**config.mk**
```make
export PLATFORM = sky130hd
export DESIGN_NAME = tcc_thermostat
export DESIGN_NICKNAME = d
export VERILOG_FILES = /design/src/rtl/tcc_thermostat.v
export VERILOG_INCLUDE_DIRS = /design/src /design/src/rtl
export SDC_FILE = /design/constraint.sdc
export NUM_CORES = 1
export LEC_CHECK = 0
export BUFFER_PORTS_ARGS = -buffer_cell sky130_fd_sc_hd__buf_2
export CORE_ASPECT_RATIO = 0.9
export CORE_MARGIN = 2
export CORE_UTILIZATION = 50
export DETAILED_ROUTE_END_ITERATION = 12
export GPL_ROUTABILITY_DRIVEN = 0
export GPL_TIMING_DRIVEN = 0
export PLACE_DENSITY = 0.75
export SLEW_MARGIN = 15
export SYNTH_ARGS = -nofsm -noshare
export SYNTH_HDL_FRONTEND = slang
export SYNTH_SLANG_ARGS = --single-unit
export TNS_END_PERCENT = 100
```
**constraint.sdc**
```tcl
create_clock -name i_clk -period 5.06 [get_ports i_clk]
set_clock_uncertainty 0.05 [all_clocks]
set_input_delay 0.253 -clock i_clk [delete_from_list [all_inputs] [get_ports i_clk]]
set_output_delay 0.253 -clock i_clk [all_outputs]
set_load 0.02 [all_outputs]
```
**src/rtl/tcc_consts.vh**
```
/*
 thermostat compare and configuration block: byte map, field positions,
 reset values. assumes one includer per compilation unit.
*/
`ifndef TCC_CONSTS_VH
`define TCC_CONSTS_VH

// byte addresses of the linear map
`define TCC_ADDR_UPPER_HI   8'hA0
`define TCC_ADDR_UPPER_LO   8'hA1
`define TCC_ADDR_LOWER_HI   8'hA2
`define TCC_ADDR_LOWER_LO   8'hA3
`define TCC_ADDR_USER_0     8'hA4
`define TCC_ADDR_USER_1     8'hA5
`define TCC_ADDR_USER_2     8'hA6
`define TCC_ADDR_USER_3     8'hA7
`define TCC_ADDR_UNDEF_0    8'hA8
`define TCC_ADDR_UNDEF_1    8'hA9
`define TCC_ADDR_TEMP_HI    8'hAA
`define TCC_ADDR_TEMP_LO    8'hAB
`define TCC_ADDR_CFG_HI     8'hAC
`define TCC_ADDR_CFG_LO     8'hAD

// configuration word bit positions
`define TCC_CFG_DONE        15
`define TCC_CFG_NVB         14
`define TCC_CFG_HIGHF       13
`define TCC_CFG_LOWF        12
`define TCC_CFG_RES_HI      11
`define TCC_CFG_RES_LO      10
`define TCC_CFG_AUTOSTART   9
`define TCC_CFG_SINGLE      8
`define TCC_CFG_OUT2        7
`define TCC_CFG_OUT1        6
`define TCC_CFG_ADDR_MSB    5
`define TCC_CFG_ADDR_LSB    3

// reset values
`define TCC_RST_UPPER       16'h0780
`define TCC_RST_LOWER       16'h0500
`define TCC_RST_TEMP        16'hE200
`define TCC_RST_RES         2'h3
`define TCC_RST_AUTOSTART   1'h0
`define TCC_RST_SINGLE      1'h0
`define TCC_RST_OUT2        1'h0
`define TCC_RST_OUT1        1'h1
`define TCC_RST_USER        8'h00
// factory bits, value arbitrary
`define TCC_FACTORY_BITS    3'h0
// limit and temperature low bits that are never stored
`define TCC_LOW_MASK        8'hF8

`endif

```
**src/rtl/tcc_thermostat.v**
```verilog
/*
 thermostat compare and configuration logic of a temperature sensor:
 byte register map, trip comparison, sticky flags, open-drain output,
 conversion sequencing. assumes a serial-bus front end that issues
 single-cycle byte reads and writes, an external converter that answers
 each start pulse with one result pulse, and an external nonvolatile
 store that reports busy and may reload the stored image.
*/
// Notes on behaviour
// (RL1) conversion result overwrites a host temperature write
// (RL2) host temperature write ignored for compare while converting
// (RL3) compare only after low temperature byte written
// (RL4) host stops conversions, writes both temperature bytes
// (RL5) output re-evaluated per conversion or write, then held
// (RL6) high mode: assert at >= upper, release at <= lower
// (RL7) low mode: assert at <= lower, release at >= upper
// (RL8) upper limit at A0/A1, lower at A2/A3
// (RL9) signed compare uses all limit bits
// (RL10) host zeroes limit bits below resolution
// (RL11) high flag at >= upper, low flag at <= lower
// (RL12) flags sticky until reset or written zero
// (RL13) autostart converts at power-up, enables trigger pin; the power-up start never fires here, autostart resets to 0
// (RL14) single mode converts once then standby
// (RL15) trigger pin low then high starts next conversion
// (RL16) out bits select high, low or forced low
// (RL17) output function change takes effect at once; here only an out2 change does, an out1 change waits for the next evaluation
// (RL18) fourteen byte map A0 to AD decoded
// (RL19) every location served from a shadow copy
// (RL20) configuration word bit layout at AC/AD
// (RL21) resolution, start, single, out1 are nonvolatile
// (RL22) done reads 0 while converting, else 1
// (RL23) write-busy mirrors nonvolatile write activity
`include "tcc_consts.vh"

module tcc_thermostat
(
   // clock and reset
   input  wire        i_clk,
   input  wire        i_reset,
   // byte register port
   input  wire [7:0]  i_reg_addr,
   input  wire        i_reg_wr,
   input  wire        i_reg_rd,
   input  wire [7:0]  i_reg_wdata,
   output reg  [7:0]  o_reg_rdata,
   output reg         o_reg_nv_write,
   // conversion commands from the bus front end
   input  wire        i_start_convert,
   input  wire        i_stop_convert,
   // external converter
   output reg         o_conv_start,
   input  wire        i_conv_valid,
   input  wire [15:0] i_conv_data,
   output reg  [1:0]  o_resolution,
   // nonvolatile store
   input  wire        i_nv_busy,
   input  wire        i_nv_load,
   input  wire [15:0] i_nv_upper,
   input  wire [15:0] i_nv_lower,
   input  wire [4:0]  i_nv_cfg,
   // pins
   input  wire [2:0]  i_addr_strap,
   input  wire        i_conversion_trigger_input,
   output reg         o_open_drain_out_o,
   output reg         o_open_drain_out_oe_n
);

   // shadow copies
   reg [15:0] upper_reg;
   reg [15:0] lower_reg;
   reg [15:0] temp_reg;
   reg [7:0]  user_reg [0:3];
   reg [1:0]  res_reg;
   reg        autostart_reg;
   reg        single_reg;
   reg        out2_reg;
   reg        out1_reg;
   reg        highf_reg;
   reg        lowf_reg;
   reg        nvb_reg;
   // thermostat and conversion state
   reg        alarm_reg;
   reg        alarm_next;
   reg        state_reg;
   reg        powerup_reg;
   reg        trig_prev_reg;
   // next values of the clocked state
   reg        state_next;
   reg        start_next;
   reg        highf_next;
   reg        lowf_next;
   reg        oe_n_next;
   reg [7:0]  rdata_next;
   reg [15:0] temp_next;

   // conversion states
   localparam [0:0] ST_IDLE = 1'b0;
   localparam [0:0] ST_CONV = 1'b1;

   wire       wr_temp_lo  = i_reg_wr && (i_reg_addr == `TCC_ADDR_TEMP_LO);
   wire       wr_cfg_hi   = i_reg_wr && (i_reg_addr == `TCC_ADDR_CFG_HI);
   wire       wr_cfg_lo   = i_reg_wr && (i_reg_addr == `TCC_ADDR_CFG_LO);
   wire       converting  = (state_reg == ST_CONV);
   wire       conv_done   = converting && i_conv_valid;
   // a host write takes part in the compare only while no conversion runs
   wire       host_eval   = wr_temp_lo && !converting; // [RL2] [RL3]
   wire       eval        = conv_done || host_eval; // [RL5]
   wire [15:0] eval_temp  = conv_done ? {i_conv_data[15:3], 3'h0}
                                      : {temp_reg[15:8], i_reg_wdata & `TCC_LOW_MASK};
   // full signed compare, no masking by resolution
   wire       at_or_above = $signed(eval_temp) >= $signed(upper_reg); // [RL9]
   wire       at_or_below = $signed(eval_temp) <= $signed(lower_reg); // [RL9]
   wire       trig_rise   = autostart_reg && i_conversion_trigger_input
                            && !trig_prev_reg; // [RL13] [RL15]
   wire       start_req   = i_start_convert || trig_rise
                            || (powerup_reg && autostart_reg); // [RL13]
   wire [15:0] cfg_word   = {!converting, nvb_reg, highf_reg, lowf_reg,
                             res_reg, autostart_reg, single_reg,
                             out2_reg, out1_reg, i_addr_strap,
                             `TCC_FACTORY_BITS}; // [RL20] [RL22] [RL23]

   // thermostat hysteresis, evaluated only on a completed value
   always @*
   begin
      alarm_next = alarm_reg;
      if (eval)
      begin
         if (out1_reg)
         begin
            if (at_or_above)
               alarm_next = 1'b1; // [RL6]
            else if (at_or_below)
               alarm_next = 1'b0; // [RL6]
         end
         else
         begin
            if (at_or_below)
               alarm_next = 1'b1; // [RL7]
            else if (at_or_above)
               alarm_next = 1'b0; // [RL7]
         end
      end
   end

   // upper and lower limit bytes
   always @(posedge i_clk or posedge i_reset)
   begin
      if (i_reset)
      begin
         upper_reg <= `TCC_RST_UPPER;
         lower_reg <= `TCC_RST_LOWER;
      end
      else
      begin
         if (i_nv_load)
         begin
            upper_reg <= {i_nv_upper[15:3], 3'h0};
            lower_reg <= {i_nv_lower[15:3], 3'h0};
         end
         else if (i_reg_wr)
         begin
            case (i_reg_addr)
               `TCC_ADDR_UPPER_HI: upper_reg[15:8] <= i_reg_wdata; // [RL8]
               `TCC_ADDR_UPPER_LO: upper_reg[7:0]  <= i_reg_wdata & `TCC_LOW_MASK; // [RL8]
               `TCC_ADDR_LOWER_HI: lower_reg[15:8] <= i_reg_wdata; // [RL8]
               `TCC_ADDR_LOWER_LO: lower_reg[7:0]  <= i_reg_wdata & `TCC_LOW_MASK; // [RL8]
               default:            upper_reg       <= upper_reg;
            endcase
         end
      end
   end

   // temperature shadow; a result landing with a host write wins, the
   // written value is stale by then
   always @*
   begin
      temp_next = temp_reg;
      if (conv_done)
         temp_next = {i_conv_data[15:3], 3'h0}; // [RL1]
      else if (i_reg_wr && (i_reg_addr == `TCC_ADDR_TEMP_HI))
         temp_next[15:8] = i_reg_wdata;
      else if (wr_temp_lo)
         temp_next[7:0] = i_reg_wdata & `TCC_LOW_MASK;
   end

   always @(posedge i_clk or posedge i_reset)
   begin
      if (i_reset)
         temp_reg <= `TCC_RST_TEMP;
      else
         temp_reg <= temp_next;
   end

   // sticky flags; a set wins over a same-cycle clear so no crossing is
   // lost to a badly timed host clear
   always @*
   begin
      highf_next = highf_reg;
      lowf_next  = lowf_reg;
      if (eval && at_or_above)
         highf_next = 1'b1; // [RL11]
      else if (wr_cfg_hi && !i_reg_wdata[`TCC_CFG_HIGHF-8])
         highf_next = 1'b0; // [RL12]
      if (eval && at_or_below)
         lowf_next = 1'b1; // [RL11]
      else if (wr_cfg_hi && !i_reg_wdata[`TCC_CFG_LOWF-8])
         lowf_next = 1'b0; // [RL12]
   end

   genvar gi;
   generate
      for (gi = 0; gi < 4; gi = gi + 1)
      begin : g_user
         always @(posedge i_clk or posedge i_reset)
         begin
            if (i_reset)
               user_reg[gi] <= `TCC_RST_USER;
            else if (i_reg_wr && (i_reg_addr == `TCC_ADDR_USER_0 + gi[7:0]))
               user_reg[gi] <= i_reg_wdata; // [RL18] [RL19]
         end
      end
   endgenerate

   // configuration bits and sticky flags
   always @(posedge i_clk or posedge i_reset)
   begin
      if (i_reset)
      begin
         res_reg       <= `TCC_RST_RES;
         autostart_reg <= `TCC_RST_AUTOSTART;
         single_reg    <= `TCC_RST_SINGLE;
         out2_reg      <= `TCC_RST_OUT2;
         out1_reg      <= `TCC_RST_OUT1;
         highf_reg     <= 1'b0;
         lowf_reg      <= 1'b0;
         nvb_reg       <= 1'b0;
      end
      else
      begin
         nvb_reg <= i_nv_busy; // [RL23]
         if (i_nv_load)
         begin
            res_reg       <= i_nv_cfg[4:3]; // [RL21]
            autostart_reg <= i_nv_cfg[2]; // [RL21]
            single_reg    <= i_nv_cfg[1]; // [RL21]
            out1_reg      <= i_nv_cfg[0]; // [RL21]
         end
         else if (wr_cfg_hi)
         begin
            res_reg       <= i_reg_wdata[`TCC_CFG_RES_HI-8:`TCC_CFG_RES_LO-8];
            autostart_reg <= i_reg_wdata[`TCC_CFG_AUTOSTART-8];
            single_reg    <= i_reg_wdata[`TCC_CFG_SINGLE-8];
         end
         else if (wr_cfg_lo)
         begin
            out2_reg <= i_reg_wdata[`TCC_CFG_OUT2]; // [RL16] [RL17]
            out1_reg <= i_reg_wdata[`TCC_CFG_OUT1]; // [RL16] [RL17]
         end
         highf_reg <= highf_next; // [RL11] [RL12]
         lowf_reg  <= lowf_next; // [RL11] [RL12]
      end
   end

   // conversion sequencing; a stop in the same cycle as a start wins
   always @*
   begin
      state_next = state_reg;
      start_next = 1'b0;
      case (state_reg)
         ST_IDLE:
         begin
            if (start_req && !i_stop_convert)
            begin
               state_next = ST_CONV; // [RL13] [RL15]
               start_next = 1'b1;
            end
         end
         ST_CONV:
         begin
            if (i_stop_convert)
               state_next = ST_IDLE;
            else if (conv_done)
            begin
               // continuous mode restarts at once, single mode rests
               if (single_reg)
                  state_next = ST_IDLE; // [RL14]
               else
                  start_next = 1'b1; // [RL14]
            end
         end
         default: state_next = ST_IDLE;
      endcase
   end

   always @(posedge i_clk or posedge i_reset)
   begin
      if (i_reset)
      begin
         state_reg     <= ST_IDLE;
         powerup_reg   <= 1'b1;
         trig_prev_reg <= 1'b1;
         o_conv_start  <= 1'b0;
      end
      else
      begin
         powerup_reg   <= 1'b0;
         trig_prev_reg <= i_conversion_trigger_input;
         state_reg     <= state_next;
         o_conv_start  <= start_next;
      end
   end

   // pin follows a rewrite of the out2 bit on the second edge after the write
   always @*
   begin
      if (!out2_reg)
         oe_n_next = 1'b0; // [RL16] [RL17]
      else
         oe_n_next = !alarm_next; // [RL6] [RL7]
   end

   // thermostat state and pin
   always @(posedge i_clk or posedge i_reset)
   begin
      if (i_reset)
      begin
         alarm_reg             <= 1'b0;
         o_open_drain_out_o    <= 1'b0;
         o_open_drain_out_oe_n <= 1'b1;
         o_resolution          <= `TCC_RST_RES;
      end
      else
      begin
         alarm_reg          <= alarm_next; // [RL5]
         o_open_drain_out_o <= 1'b0;
         o_resolution       <= res_reg;
         o_open_drain_out_oe_n <= oe_n_next; // [RL5]
      end
   end

   // read byte select; undefined and unmapped bytes read zero
   always @*
   begin
      case (i_reg_addr) // [RL18] [RL19]
         `TCC_ADDR_UPPER_HI: rdata_next = upper_reg[15:8];
         `TCC_ADDR_UPPER_LO: rdata_next = upper_reg[7:0];
         `TCC_ADDR_LOWER_HI: rdata_next = lower_reg[15:8];
         `TCC_ADDR_LOWER_LO: rdata_next = lower_reg[7:0];
         `TCC_ADDR_USER_0:   rdata_next = user_reg[0];
         `TCC_ADDR_USER_1:   rdata_next = user_reg[1];
         `TCC_ADDR_USER_2:   rdata_next = user_reg[2];
         `TCC_ADDR_USER_3:   rdata_next = user_reg[3];
         `TCC_ADDR_TEMP_HI:  rdata_next = temp_reg[15:8];
         `TCC_ADDR_TEMP_LO:  rdata_next = temp_reg[7:0];
         `TCC_ADDR_CFG_HI:   rdata_next = cfg_word[15:8];
         `TCC_ADDR_CFG_LO:   rdata_next = cfg_word[7:0];
         default:            rdata_next = 8'h00;
      endcase
   end

   // register reads and nonvolatile write notice
   always @(posedge i_clk or posedge i_reset)
   begin
      if (i_reset)
      begin
         o_reg_rdata    <= 8'h00;
         o_reg_nv_write <= 1'b0;
      end
      else
      begin
         o_reg_nv_write <= i_reg_wr && (((i_reg_addr >= `TCC_ADDR_UPPER_HI)
                           && (i_reg_addr <= `TCC_ADDR_USER_3))
                           || (i_reg_addr == `TCC_ADDR_CFG_HI)
                           || (i_reg_addr == `TCC_ADDR_CFG_LO)); // [RL21]
         // data stands until the next read
         if (i_reg_rd)
            o_reg_rdata <= rdata_next; // [RL19]
      end
   end

endmodule

```
==> flow_results.org <==
** Clock tree
- After clock tree synthesis, the setup repair step added 0 buffers.
- Clock root buffer master :: sky130_fd_sc_hd__clkbuf_16
- Clock-pin slew reported for the worst setup and hold paths after clock tree synthesis :: 70 ps
- TritonCTS built the clock tree.
- Number of clock buffers inserted by TritonCTS :: 9
- Insertion delay of the later-clocked pin in the worst-skew pair :: ~360 ps
- In this run the deepest clock path goes through 2 buffers.
- The H-tree was split into 3 levels.
- CTS Sinks :: 97

** Floorplanning
- After floorplanning, the core was divided into 37 placement rows.
- During I/O placement, the number of pins put on the boundary was 96.
- Initial core utilization :: roughly 51%
- The region available for standard cell placement spans around 11000 sq um.
- From left edge to right edge, the die measures ~120 microns.
- The die is approximately 110 microns tall.
- The floorplan step defined a die boundary enclosing about 12000 sq um.

** Timing
- The routed design could run at a clock period as short as around 3500 ps.
- Setup violations remaining at the end of the flow were counted as 0.
- Setup total negative slack on the finished layout was measured at 0 ps.
- The hold violation total from the final report was 15.
- Tcrit/Tclk final :: slightly below 70%
- Max-slew headroom at the worst pin :: between 40% and 50%
- Final Hold Slack :: -6.33 ps
- Final-report max-slew violation count :: 0
- RSZ-0062 raised after global routing :: false
- Final setup slack of the worst path :: about 1600 ps
- Peak Freq :: 289 MHz
- Transition time at the pin with the least slew margin :: between 700 and 800 ps

** Drt
- Total DRC errors in the routed layout :: 0
- The final route contains roughly 5000 vias.
- Routed WL :: roughly 17000 microns
- Before antenna repair, the detailed router went through 5 iterations.
- Once detail routing completed, the nets flagged for antenna violations numbered 0.
- Starting DRC count in detailed routing :: about 440
- Detailed-route wire length per cell :: 20.5 microns
- Mean number of vias per cell :: 5.98

** Run
- Max-capacitance violation count :: 0

** Worst setup path
- Critical path destination :: o_open_drain_out_oe_n$_DFF_PP1_
- Kind of start point of the critical path :: flop
- For this run, the slowest stage of the critical path takes between 500 and 600 ps.
- The endpoint identified for the worst register-to-register timing path is o_open_drain_out_oe_n$_DFF_PP1_.
- Data arrives at the worst endpoint at approximately 3700 ps.
- In this run the worst path has a maximum fanout of 10.
- Tracing the worst setup path back leads to its startpoint at converting$_DFF_PP0_.
- For the worst flop-to-flop path, the logic depth is 10.
- Crit path max-delay cell type :: sky130_fd_sc_hd__clkbuf_1
- The setup check on the worst reg-to-reg path leaves a slack of roughly 1600 ps.
- Data required time of the worst path :: roughly 5300 ps
- Walking the worst path, the cells encountered are and2_0 > clkbuf_1 > mux2i_1 > ha_1 > nand2b_1 > a21oi_1 > o21ai_0 > nand4_1 > a31oi_1 > a32o_1.
- The worst setup path is captured at a flop.
- Type of the setup path with the least slack :: reg2reg
- RR Startpoint :: converting$_DFF_PP0_

** Cells and area
- The register with the most flip-flops in the layout has 32 of them.
- For this run, the share of the core covered by cells in the final layout is between 50% and 60%.
- In the final design database the tool counted a little under 800 nets.
- Compared with the post-synthesis result, the final layout area differs by 17.0%.
- Of the cells placed in the final design, the portion with a size suffix greater than 1 is 28.7%.
- 0 antenna diodes ended up in the layout.
- With fillers left out, the area of the finished cells amounts to just under 7000 sq um.

** Global route
- The via count of the first global-routing pass came to about 4900.
- First-pass GRT wire length :: about 27000 microns
- For this run, global-route usage on met1 was measured as 41.3%.
- Most utilized layer in the global route result :: met2
- Global routing used 42.6% of the available met2 tracks.
- For met3 alone, demand over resource in global routing was 5.76%.
- Initial antenna violation count :: 0
- Entering global routing, the biggest net connects a little over 60 pins.
- Global router's overall resource usage :: between 20% and 30%
- Congestion Overflow GR :: 0

** Worst hold path
- The min-delay analysis places its worst path in the category in2async.

** Synth
- Cell type with the highest aggregate area in the netlist :: sky130_fd_sc_hd__dfrtp_1
- Mean post-synth cell area :: between 10 and 15 sq um
- Instance count of the mapped netlist :: ~570
- Yosys mapped a number of flops with a built-in enable equal to 0.
- In this run, distinct cell masters in the synthesized netlist total 63.
- Sequential share of the synthesized area :: 42.4%
- After synthesis, the share of flip-flops with an asynchronous set or reset is 100%.
- Netlist area before placement :: a little under 6000 sq um
- Yosys printed 0 warnings.
- In this run, synthesis produced a sequential element count of slightly below 100.
- Area share of the largest cell type after synthesis :: 34.3%
- Leading post-synthesis cells by cell area :: sky130_fd_sc_hd__dfrtp_1, sky130_fd_sc_hd__mux2i_1, sky130_fd_sc_hd__dfstp_2
- Among all flip-flop cells after synthesis, the most frequent one is sky130_fd_sc_hd__dfrtp_1.

** Outcome
- Run status :: finished, violations left
- The final reports fail on hold timing.

** Placement
- Setup slack after placement :: between 1500 and 2000 ps
- In this run the cell area measured after placement is ~6400 sq um.
- Total of buffers placed on input and output ports :: between 80 and 90
- Summed over all nets, the half-perimeter wirelength after detailed placement is 12800 microns.

** Power and ir drop
- Worst vdd ir :: around 230 uV
- Power density cells :: about 300 nW/um^2
- Leakage :: 3.36 nW
how the worst min path moves through the flow:
stage | startpoint | end | slack (ps) | cells after the start
floorplan | i_conversion_trigger_input | trig_prev_reg$_DFF_PP1_ | 210 | 0
CTS | i_stop_convert | o_conv_start$_DFF_PP0_ | 10 | 2
finish | i_reset | o_reg_rdata[3]$_DFFE_PP0P_ | -6 | 2
global route | i_stop_convert | o_conv_start$_DFF_PP0_ | 20 | 2
global placement | i_nv_busy | nvb_reg$_DFF_PP0_ | 310 | 1
detailed placement | i_nv_busy | nvb_reg$_DFF_PP0_ | 310 | 1
cell families (layout without fill, tap and decap cells):
kind of cell / count (synthesis) / after routing / share of synthesized area (%)
other cells: 1 / 2 / 0.0650
flops: 97 / 97 / 42.4
compound gates: 124 / 124 / 13.9
mux: 91 / 91 / 17.6
xor+xnor: 1 / 1 / 0.152
buf+inv: 71 / 172 / 5.38
fa+ha+maj: 26 / 26 / 5.64
simple gates: 163 / 163 / 14.9
cells in the mapped netlist (all sizes together), types with 3 or more instances:
cell type / n
mux2: 39
dfrtp: 79
nand3: 15
ha: 26
inv: 36
clkbuf: 18
a22o: 5
a221oi: 9
and2: 3
dfstp: 18
nand4b: 3
and3: 6
mux2i: 50
nand2: 94
nor3: 6
buf: 17
a22oi: 6
nand4: 6
a21oi: 22
o2bb2ai: 5
nor2: 20
o21ai: 51
o221ai: 3
a21o: 5
report_power, final:
part | switching (W) | internal, W | leakage [nW]
Combinational | 0.000223 | 0.000155 | 1.99
Sequential | 0.0000590 | 0.000854 | 1.21
Clock | 0.000314 | 0.000449 | 0.159
Total | 0.000596 | 0.00146 | 3.36
critical path, delay by kind of cell (launching register included):
kind | cells | cell delay (ps)
AO/OA/AOI/OAI | 4 | 950
adder cells (fa/ha/maj) | 1 | 340
buffers and inverters | 1 | 580
flip-flops | 1 | 490
multiplexers | 1 | 290
AND/OR/NAND/NOR | 3 | 670
layout make-up:
cell class / count / area [sq um]
fill: 990 / 4590
multi-input combinational: 407 / 3020
sequential: 97 / 2450
timing repair buffer: 85 / 450
clock buffer: 10 / 239
tap: 156 / 195
buffer: 35 / 175
inverter: 36 / 138
clock inverter: 6 / 90.1
cell usage in the layout (no fill, tap or decap), drive strengths merged, types with 6 or more instances in the layout:
cell    netlist  routed
and3          6       6
nand3        15      15
dfrtp        79      79
mux2i        50      50
nand2        94      94
dfstp        18      18
a22oi         6       6
mux2         39      39
buf          17     100
clkbuf       18      28
o21ai        51      51
a21oi        22      22
inv          36      37
nand4         6       6
nor3          6       6
ha           26      26
nor2         20      20
a221oi        9       9
per-layer routing:
layer | wire length (microns) | up-vias
li1 | - | 2234
met1 | 7320 | 2399
met2 | 7680 | 301
met3 | 1540 | 44
met4 | 510 | 0
met5 | 0 | -
metrics by stage:
stage	hold slack (ps)	std cells	power, W
floorplan	207	575	0.00115
global placement	311	813	0.00127
detailed placement	313	814	0.00129
CTS	12.0	832	0.00205
global route	20.9	832	0.00214
finish	-6.33	832	0.00205
timing repair:
item | CTS | global route
hold buffers | 2 | 0
endpoints found under the setup margin | 0 | 0
hold endpoints to repair | 2 | 0
gates resized for setup | 0 | 0
Note: power is estimated with default switching activity, not from simulation.
